### src/hw/adc_seq_pkg.sv
/*
 * Shared constants and types of the conversion sequencer: register
 * offsets, field positions, clock selects and timing counts.
 * Assumes a single 10 MHz system clock and an 8-bit register port.
 */
package adc_seq_pkg;

    // Register offsets on the plain register port
    localparam logic [2:0] ADDR_CONV_CONTROL_0 = 3'h0;
    localparam logic [2:0] ADDR_CONV_CONTROL_1 = 3'h1;
    localparam logic [2:0] ADDR_CONV_CONTROL_2 = 3'h2;
    localparam logic [2:0] ADDR_RESULT_HIGH = 3'h3;
    localparam logic [2:0] ADDR_RESULT_LOW = 3'h4;
    localparam logic [2:0] ADDR_PERIPH_IRQ_FLAGS_1 = 3'h5;
    localparam logic [2:0] ADDR_PERIPH_IRQ_ENABLES_1 = 3'h6;

    // Field positions
    localparam int EN_BIT = 0;
    localparam int GO_BIT = 1;
    localparam int CHS_LSB = 2;
    localparam int CKS_LSB = 4;
    localparam int FMT_BIT = 7;
    localparam int FLAG_BIT = 0;
    localparam int IRQ_EN_BIT = 0;

    // Clock select code of the internal RC clock (x11)
    localparam logic [1:0] CKS_RC_LOW = 2'h3;

    // Conversion timing in half conversion-clock periods
    localparam logic [4:0] HALF_FIRST_DECIDE = 5'h03;
    localparam logic [4:0] HALF_TOTAL = 5'h17;
    localparam logic [4:0] HALF_LAST = 5'h16;

    // Number of hardware trigger sources
    localparam logic [4:0] TRIG_COUNT = 5'h0F;

    // Start code of the successive approximation register
    localparam logic [9:0] SAR_START = 10'h200;
    localparam logic [3:0] SAR_MSB = 4'h9;

    typedef struct packed {
        logic [2:0] addr;
        logic [7:0] wdata;
        logic wr;
        logic rd;
    } reg_req_t;

    typedef struct packed {
        logic [5:0] cnt;
        logic tick;
    } div_state_t;

    typedef struct packed {
        logic [4:0] channel_select;
        logic go;
        logic en;
        logic fmt;
        logic [2:0] cks;
        logic [4:0] trig;
        logic [14:0] trig_prev;
        logic [15:0] res;
        logic flag;
        logic irq_en;
        logic busy;
        logic pd;
        logic [4:0] hcnt;
        logic [3:0] bitpos;
        logic [9:0] sar;
        logic [9:0] dmask;
        logic [7:0] rdata;
        logic irq;
        logic wake;
        logic analog_on;
    } seq_state_t;

endpackage : adc_seq_pkg

### src/hw/conv_clock_div.sv
/*
 * Conversion clock divider: one-cycle pulse per half conversion-clock period.
 * Assumes rc_tick is a one-cycle pulse already synchronous to clk.
 */
`timescale 1ns/1ps
`default_nettype none

module conv_clock_div
    import adc_seq_pkg::*;
(
    input wire logic clk,
    input wire logic rst_n,
    input wire logic run,
    input wire logic [2:0] sel,
    input wire logic rc_tick,
    output logic half_tick
);

    div_state_t st;
    div_state_t nxt_st;
    logic [2:0] shift;
    logic [5:0] limit;

    always_comb
    begin
        // Half period is div/2 system cycles: 000,001,010 map to 1,4,16 and 100,101,110 to 2,8,32
        shift = {sel[1:0], sel[2]};
        limit = 6'(6'h01 << shift) - 6'h01;
        nxt_st = st;
        nxt_st.tick = 1'b0;
        if (!run)
        begin
            nxt_st.cnt = 6'h00;
        end
        else if (sel[1:0] == CKS_RC_LOW)
        begin
            nxt_st.cnt = 6'h00;
            nxt_st.tick = rc_tick;
        end
        else if (st.cnt >= limit)
        begin
            nxt_st.cnt = 6'h00;
            nxt_st.tick = 1'b1;
        end
        else
        begin
            nxt_st.cnt = st.cnt + 6'h01;
        end
    end

    always_ff @(posedge clk)
    begin
        if (!rst_n)
            st <= '0;
        else
            st <= nxt_st;
    end

    assign half_tick = st.tick;

endmodule : conv_clock_div

`default_nettype wire

### src/hw/adc_conversion_sequencer.sv
/*
 * Control logic of a 10-bit successive-approximation converter: registers,
 * start by software or trigger, bit sequencing, abort, sleep and result format.
 * Assumes a synchronous comparator input and synchronous trigger levels.
 */
`timescale 1ns/1ps
`default_nettype none

module adc_conversion_sequencer
    import adc_seq_pkg::*;
(
    input wire logic clk,
    input wire logic rst_n,
    input wire reg_req_t reg_req,
    output logic [7:0] rdata,
    input wire logic sleep,
    input wire logic [14:0] trig_src,
    input wire logic rc_tick,
    input wire logic cmp_in,
    output logic [4:0] channel,
    output logic [9:0] dac_code,
    output logic conv_busy,
    output logic analog_on,
    output logic irq_req,
    output logic wake_req
);

    seq_state_t st;
    seq_state_t nxt_st;
    logic half_tick;
    logic rc_sel;
    logic wr_c0;
    logic [14:0] trig_rise;
    logic trig_hit;
    logic start_req;
    logic may_run;
    logic kill_now;
    logic sleep_kill;
    logic soft_abort;
    logic done_now;
    logic [9:0] low_one;
    logic last_bit;
    logic [9:0] fill;

    ////////////////////////////////////////////////////////////////////////////
    // Conversion clock

    conv_clock_div u_div (
        .clk(clk),
        .rst_n(rst_n),
        .run(st.busy),
        .sel(st.cks),
        .rc_tick(rc_tick),
        .half_tick(half_tick)
    );

    ////////////////////////////////////////////////////////////////////////////
    // Partial result: bits not yet decided copy the lowest decided bit

    assign low_one = st.dmask & ~{st.dmask[8:0], 1'b0};
    assign last_bit = |(st.sar & low_one);

    genvar gi;
    generate
        for (gi = 0; gi < 10; gi++)
        begin : g_fill
            assign fill[gi] = st.dmask[gi] ? st.sar[gi] : last_bit;
        end
    endgenerate

    ////////////////////////////////////////////////////////////////////////////
    // Event decode

    assign rc_sel = (st.cks[1:0] == CKS_RC_LOW);
    assign wr_c0 = reg_req.wr && (reg_req.addr == ADDR_CONV_CONTROL_0);
    assign trig_rise = trig_src & ~st.trig_prev;
    assign trig_hit = (st.trig < TRIG_COUNT) && trig_rise[st.trig[3:0]];
    // Go only takes effect with the enable set in the same write
    assign start_req = (wr_c0 && reg_req.wdata[GO_BIT] && reg_req.wdata[EN_BIT])
        || (trig_hit && st.en);
    // Non-RC clock cannot run in sleep, so a start then is dropped
    assign may_run = !st.pd && !(sleep && !rc_sel);
    assign kill_now = st.busy && wr_c0 && !reg_req.wdata[EN_BIT];
    assign sleep_kill = st.busy && sleep && !rc_sel;
    assign soft_abort = st.busy && wr_c0 && !reg_req.wdata[GO_BIT] && !kill_now
        && !sleep_kill;
    assign done_now = st.busy && half_tick && (st.hcnt == HALF_LAST) && !kill_now
        && !sleep_kill && !soft_abort;

    ////////////////////////////////////////////////////////////////////////////
    // Next state

    always_comb
    begin
        nxt_st = st;
        nxt_st.trig_prev = trig_src;
        nxt_st.rdata = 8'h00;

        if (wr_c0)
        begin
            nxt_st.channel_select = reg_req.wdata[CHS_LSB +: 5];
            nxt_st.en = reg_req.wdata[EN_BIT];
        end
        if (reg_req.wr && reg_req.addr == ADDR_CONV_CONTROL_1)
        begin
            nxt_st.fmt = reg_req.wdata[FMT_BIT];
            nxt_st.cks = reg_req.wdata[CKS_LSB +: 3];
        end
        if (reg_req.wr && reg_req.addr == ADDR_CONV_CONTROL_2)
            nxt_st.trig = reg_req.wdata[4:0];
        if (reg_req.wr && reg_req.addr == ADDR_PERIPH_IRQ_FLAGS_1)
            nxt_st.flag = reg_req.wdata[FLAG_BIT];
        if (reg_req.wr && reg_req.addr == ADDR_PERIPH_IRQ_ENABLES_1)
            nxt_st.irq_en = reg_req.wdata[IRQ_EN_BIT];

        // Power-down after sleep lasts until the device is awake again
        if (st.pd && !sleep)
            nxt_st.pd = 1'b0;

        if (st.busy)
        begin
            if (kill_now || sleep_kill)
            begin
                nxt_st.busy = 1'b0;
                nxt_st.go = 1'b0;
                nxt_st.pd = sleep_kill ? 1'b1 : nxt_st.pd;
            end
            else if (soft_abort)
            begin
                nxt_st.busy = 1'b0;
                nxt_st.go = 1'b0;
                nxt_st.res = st.fmt ? {fill, 6'h00} : {6'h00, fill};
            end
            else if (half_tick)
            begin
                nxt_st.hcnt = st.hcnt + 5'h01;
                // One bit per conversion-clock period, MSB first
                if (st.hcnt >= HALF_FIRST_DECIDE && st.hcnt[0] && !st.dmask[0])
                begin
                    nxt_st.sar[st.bitpos] = cmp_in;
                    nxt_st.dmask[st.bitpos] = 1'b1;
                    if (st.bitpos != 4'h0)
                    begin
                        nxt_st.bitpos = st.bitpos - 4'h1;
                        nxt_st.sar[st.bitpos - 4'h1] = 1'b1;
                    end
                end
                if (done_now)
                begin
                    nxt_st.busy = 1'b0;
                    nxt_st.go = 1'b0;
                    nxt_st.res = st.fmt ? {st.sar, 6'h00} : {6'h00, st.sar};
                    nxt_st.pd = (sleep && !st.irq_en) ? 1'b1 : nxt_st.pd;
                end
            end
        end
        else if (start_req && may_run)
        begin
            nxt_st.busy = 1'b1;
            nxt_st.go = 1'b1;
            nxt_st.hcnt = 5'h00;
            nxt_st.bitpos = SAR_MSB;
            nxt_st.sar = SAR_START;
            nxt_st.dmask = 10'h000;
        end

        // Hardware set wins over a software clear in the same cycle
        if (done_now)
            nxt_st.flag = 1'b1;

        nxt_st.irq = nxt_st.flag && nxt_st.irq_en;
        nxt_st.wake = nxt_st.irq && sleep;
        nxt_st.analog_on = nxt_st.en && !nxt_st.pd;

        if (reg_req.rd)
        begin
            case (reg_req.addr)
                ADDR_CONV_CONTROL_0: nxt_st.rdata = {1'b0, st.channel_select, st.go, st.en};
                ADDR_CONV_CONTROL_1: nxt_st.rdata = {st.fmt, st.cks, 4'h0};
                ADDR_CONV_CONTROL_2: nxt_st.rdata = {3'h0, st.trig};
                ADDR_RESULT_HIGH: nxt_st.rdata = st.res[15:8];
                ADDR_RESULT_LOW: nxt_st.rdata = st.res[7:0];
                ADDR_PERIPH_IRQ_FLAGS_1: nxt_st.rdata = {7'h00, st.flag};
                ADDR_PERIPH_IRQ_ENABLES_1: nxt_st.rdata = {7'h00, st.irq_en};
                default: nxt_st.rdata = 8'h00;
            endcase
        end
    end

    always_ff @(posedge clk)
    begin
        if (!rst_n)
            st <= '0;
        else
            st <= nxt_st;
    end

    assign rdata = st.rdata;
    assign channel = st.channel_select;
    assign dac_code = st.sar;
    assign conv_busy = st.busy;
    assign analog_on = st.analog_on;
    assign irq_req = st.irq;
    assign wake_req = st.wake;

    ////////////////////////////////////////////////////////////////////////////
    // Checks

    a_flag_on_done: assert property (@(posedge clk) disable iff (!rst_n)
        done_now |=> st.flag)
        else $error("done flag not set at conversion end");

    a_flag_stays_set: assert property (@(posedge clk) disable iff (!rst_n)
        (rst_n && st.flag && !(reg_req.wr && reg_req.addr == ADDR_PERIPH_IRQ_FLAGS_1))
        |=> st.flag)
        else $error("done flag cleared without a software write");

    a_wake_in_sleep: assert property (@(posedge clk) disable iff (!rst_n)
        (done_now && st.irq_en && sleep && $past(sleep) && !reg_req.wr) |=> wake_req)
        else $error("no wake after sleep completion with interrupt on");

    a_go_clears_done: assert property (@(posedge clk) disable iff (!rst_n)
        done_now |=> (!st.go && !st.busy && st.res == (st.fmt ? {$past(st.sar), 6'h00}
        : {6'h00, $past(st.sar)})))
        else $error("completion did not clear go or load result");

    a_abort_fills: assert property (@(posedge clk) disable iff (!rst_n)
        (soft_abort && !st.fmt) |=> (!st.go && st.res[9:0] == $past(fill)))
        else $error("abort result not filled from last converted bit");

    a_sleep_abort: assert property (@(posedge clk) disable iff (!rst_n)
        (sleep_kill && !wr_c0) |=> (!st.busy && st.en && st.pd && !analog_on))
        else $error("sleep with non-RC clock did not abort and power down");

    a_sleep_done_off: assert property (@(posedge clk) disable iff (!rst_n)
        (done_now && sleep && !st.irq_en && !reg_req.wr) |=> (!analog_on && st.en && st.pd))
        else $error("sleep completion without interrupt kept converter on");

    a_trigger_starts: assert property (@(posedge clk) disable iff (!rst_n)
        (trig_hit && st.en && !st.busy && may_run && !reg_req.wr) |=> (st.go && st.busy))
        else $error("trigger edge did not start a conversion");

    a_conv_length: assert property (@(posedge clk) disable iff (!rst_n)
        done_now |-> (st.hcnt == HALF_LAST && st.dmask == 10'h3FF))
        else $error("conversion ended at the wrong half period count");

    a_msb_first: assert property (@(posedge clk) disable iff (!rst_n)
        ($rose(st.busy)) |-> (st.sar == SAR_START && st.dmask == 10'h000))
        else $error("conversion did not start from the MSB trial");

endmodule : adc_conversion_sequencer

`default_nettype wire

### config.mk
export PLATFORM = sky130hd
export DESIGN_NAME = adc_conversion_sequencer
export DESIGN_NICKNAME = d
export VERILOG_FILES = /design/src/hw/adc_seq_pkg.sv /design/src/hw/conv_clock_div.sv /design/src/hw/adc_conversion_sequencer.sv
export SDC_FILE = /design/constraint.sdc
export NUM_CORES = 1
export LEC_CHECK = 0
export ABC_AREA = 1
export BUFFER_PORTS_ARGS = -buffer_cell sky130_fd_sc_hd__buf_2
export CELL_PAD_IN_SITES_DETAIL_PLACEMENT = 0
export CELL_PAD_IN_SITES_GLOBAL_PLACEMENT = 2
export CORE_UTILIZATION = 29
export CTS_CLUSTER_DIAMETER = 30
export DETAILED_ROUTE_END_ITERATION = 8
export PLACE_DENSITY = 0.82
export SLEW_MARGIN = 20
export SYNTH_ARGS = -nofsm -noshare
export SYNTH_HDL_FRONTEND = slang
export SYNTH_SLANG_ARGS = --single-unit
export TNS_END_PERCENT = 5
### constraint.sdc
create_clock -name clk -period 1.7 [get_ports clk]
set_clock_uncertainty 0.1 [all_clocks]
set_input_delay 0.34 -clock clk [delete_from_list [all_inputs] [get_ports clk]]
set_output_delay 0.34 -clock clk [all_outputs]
set_load 0.01 [all_outputs]
==> results.toml <==
[setup_path]
reg2reg_slack_ns = -0.16
critPathLaunchType = "register"
worstPathRequired_ns = 1.85
arrival_ns = 2.01
r2r-start = "st[75]$_SDFFE_PN0P_"
startpoint = "st[75]$_SDFFE_PN0P_"
r2r_end = "st[36]$_SDFFE_PN0P_"
crit_path_end = "st[36]$_SDFFE_PN0P_"
worst-path-max-fanout = 8
worstSetupPathType = "register to register"
r2r.worst_path.cells = 15
endpoint_kind = "register"

[placement]
hpwl_mm = 11.5
port_buffers = 59
globalplace.congestion = 0.833

[timing]
drv_slew = 0
fmax_mhz = 538
period_share = 1.09
period_needed_ns = 1.86
hold_ws_ns = 0.0715
setup_slack_ns = -0.158
timing.final.setup_violations = 31
hold_viol_final = 0
rsz0062_at_grt = "true"
worst_slew_pin_slew_ns = 0.491
maxSlewHeadroom = 0.672

[finish]
final_core_util = 0.404
register_area_um2 = 1980
synthToLayoutAreaGrowth_pct = 36.1
layout-drive-gt1-share = 0.317
multiInputGateArea_um2 = 3050
final_common_cell = "nand2_1"
nets = 952
diodes = 0
nFillCells = 1901
layout_common_cells = "160 x nand2_1, 90 x buf_4, 87 x dfxtp_1"

[synth]
synth-edff-count = 0
synth_nets = 825
synthCells = 783
async_flop_share = 0
yosysSeqAreaShare = 0.368
synth_area_per_cell_um2 = 6.80
synth.ff_latch_count = 98
syn_area_um2 = 5330
synth.area.top_cells = "dfxtp_1 37%, nand2_1 12%, a21oi_1 7.0%, nor2_1 6.6%, inv_1 6.0%"
synth_cell_types = 47
synth-main-ff-cell = "dfxtp_1"
ys_warn_count = 0
netlist.area_leader.share = 0.368
synth_top_area_cell = "dfxtp_1"

[clocking]
cts_root_buf = "clkbuf_16"
cts_max_path_buffers = 2
cts_sinks = 98
cts_tree = "yes"
clkSlewWorstSetupHoldPaths_ns = 0.07
htreeDepth = 3
clkLatencyLatePin_ns = 0.36
cts_buffers = 9

[detailed_routing]
ant_nets = 0
drc = 0
drtIter0Drc = 265
vias = 5256
via_per_inst = 4.59
postRouteWirelength_mm = 16.0
wire_per_inst_um = 14.0
dr.pass1.iters = 5

[power]
ir_worst_vdd_uv = 515
power_density_nw_per_um2 = 716
p_leak_nw = 3.24

[run]
maxCapViolCount = 0

[die]
die_x_um = 138
pin_count = 60
initial_core_util = 0.297
die_area_um2 = 18900
fp-row-count = 49
core_area_um2 = 18000
die_h_um = 138

[global_route]
antenna_found_initial = 0
overflow = 0
grt_pass1_vias = 4837
grt_max_degree = 35
grt_first_pass_wirelength_mm = 25.1
globalRouteTotalUtil = 0.174

[status]
failed_checks = "negative setup slack"
outcome = "finished with violations"

[hold_path]
hold_path.class = "primary input to register"
sequential cells by signal (all words and copies together) (netlist names):
register	count
st	64
dac_code	10
rdata	8
u_div.st	6
channel	5
analog_on	1
conv_busy	1
irq_req	1
u_div.half_tick	1
wake_req	1
cell type report:
type | count | area share
Tap cell | 229 | 0.0395
Clock buffer | 9 | 0.0311
Sequential cell | 98 | 0.273
Multi-Input combinational cell | 545 | 0.420
Inverter | 90 | 0.0476
Clock inverter | 7 | 0.0112
Timing Repair Buffer | 166 | 0.177
how the worst min path moves through the flow:
stage | startpoint | endpoint | slack [ns] | cells past startpoint
finish | trig_src[4] | st[64]$_SDFF_PN0_ | 0.07 | 3
global route | trig_src[3] | st[63]$_SDFF_PN0_ | 0.07 | 3
CTS | trig_src[4] | st[64]$_SDFF_PN0_ | 0.06 | 3
detailed placement | st[58]$_SDFFE_PN0P_ | st[58]$_SDFFE_PN0P_ | 0.36 | 2
global placement | st[49]$_SDFFE_PN0P_ | st[49]$_SDFFE_PN0P_ | 0.35 | 2
floorplan | u_div.st[1]$_SDFF_PP0_ | u_div.st[1]$_SDFF_PP0_ | 0.33 | 1
cell usage after synthesis, types with 2 or more instances:
master and number:
nor2_4 2, dfxtp_1 98, ha_1 9, nor2_1 93, buf_6 5, a211oi_1 2, inv_4 2, o21ai_0 54
nand3_1 59, buf_2 9, nor2_2 2, inv_1 85, a21oi_1 75, clkbuf_1 9, nand4_1 5, nor3_1 11
a22o_1 2, a221oi_1 8, a21boi_0 2, o21ai_1 3, nand2_2 5, clkinv_1 2, nand2_1 169, xor2_1 3
o211ai_1 4, a22oi_1 2, nand2_4 4, o221ai_1 3, xnor2_1 2, buf_4 27, o22ai_1 7, a31oi_1 3
or2_2 3
critical path: stages, from the launching register on:
cell     delay [ns]
dfxtp_4        0.37
buf_8          0.14
nor2_1         0.09
nand2_1        0.06
nand3_2        0.07
nand3_2        0.07
nand3_2        0.08
nand3_2        0.10
nand2_4        0.09
nand2_4        0.07
nand2_8        0.12
buf_12         0.13
buf_6          0.10
nand3_1        0.06
nand2_1        0.06
nor2_1         0.04
per-stage QoR:
stage | TNS, ns | cell area (um^2) | cells | power [mW] | worst slack, ns
after floorplan | -0.134 | 5340 | 783 | 2.75 | -0.0184
after global placement | -19.87 | 6420 | 1121 | 3.00 | -0.598
after detailed placement | -20.78 | 6420 | 1121 | 3.00 | -0.601
after CTS | -5.43 | 6980 | 1140 | 5.22 | -0.199
after global routing | -7.50 | 7250 | 1144 | 5.43 | -0.272
final | -2.55 | 7250 | 1144 | 5.20 | -0.158
report_power, final:
group          leakage (nW)  internal (mW)  switching [mW]  total [mW]
Clock                 0.153           1.17            1.00        2.17
Combinational          2.29          0.278           0.364       0.641
Sequential            0.802           2.35          0.0357        2.38
per-layer routing:
layer | up-vias | track usage | routed length, um
li1 | 2804 | - | -
met1 | 2350 | 0.241 | 8020
met2 | 84 | 0.269 | 7140
met3 | 18 | 0.0247 | 496
met4 | 0 | 0.0714 | 325
met5 | - | 0 | 0
cells by family after synthesis:
family,Yosys count,share of synthesized area
AND/OR/NAND/NOR,361,0.296
adder cells (fa/ha/maj),9,0.0211
buffers and inverters,141,0.128
flip-flops,98,0.368
XOR/XNOR,5,0.00822
AO/OA/AOI/OAI,169,0.178
timing repair:
item	in CTS	in global routing
resized for setup	52	61
pin swaps	20	24
buffers inserted	2	2
cloned	1	3
hold buffers	0	0
endpoints found under the setup margin	58	58
No activity file was read; power rests on OpenSTA's default activity.
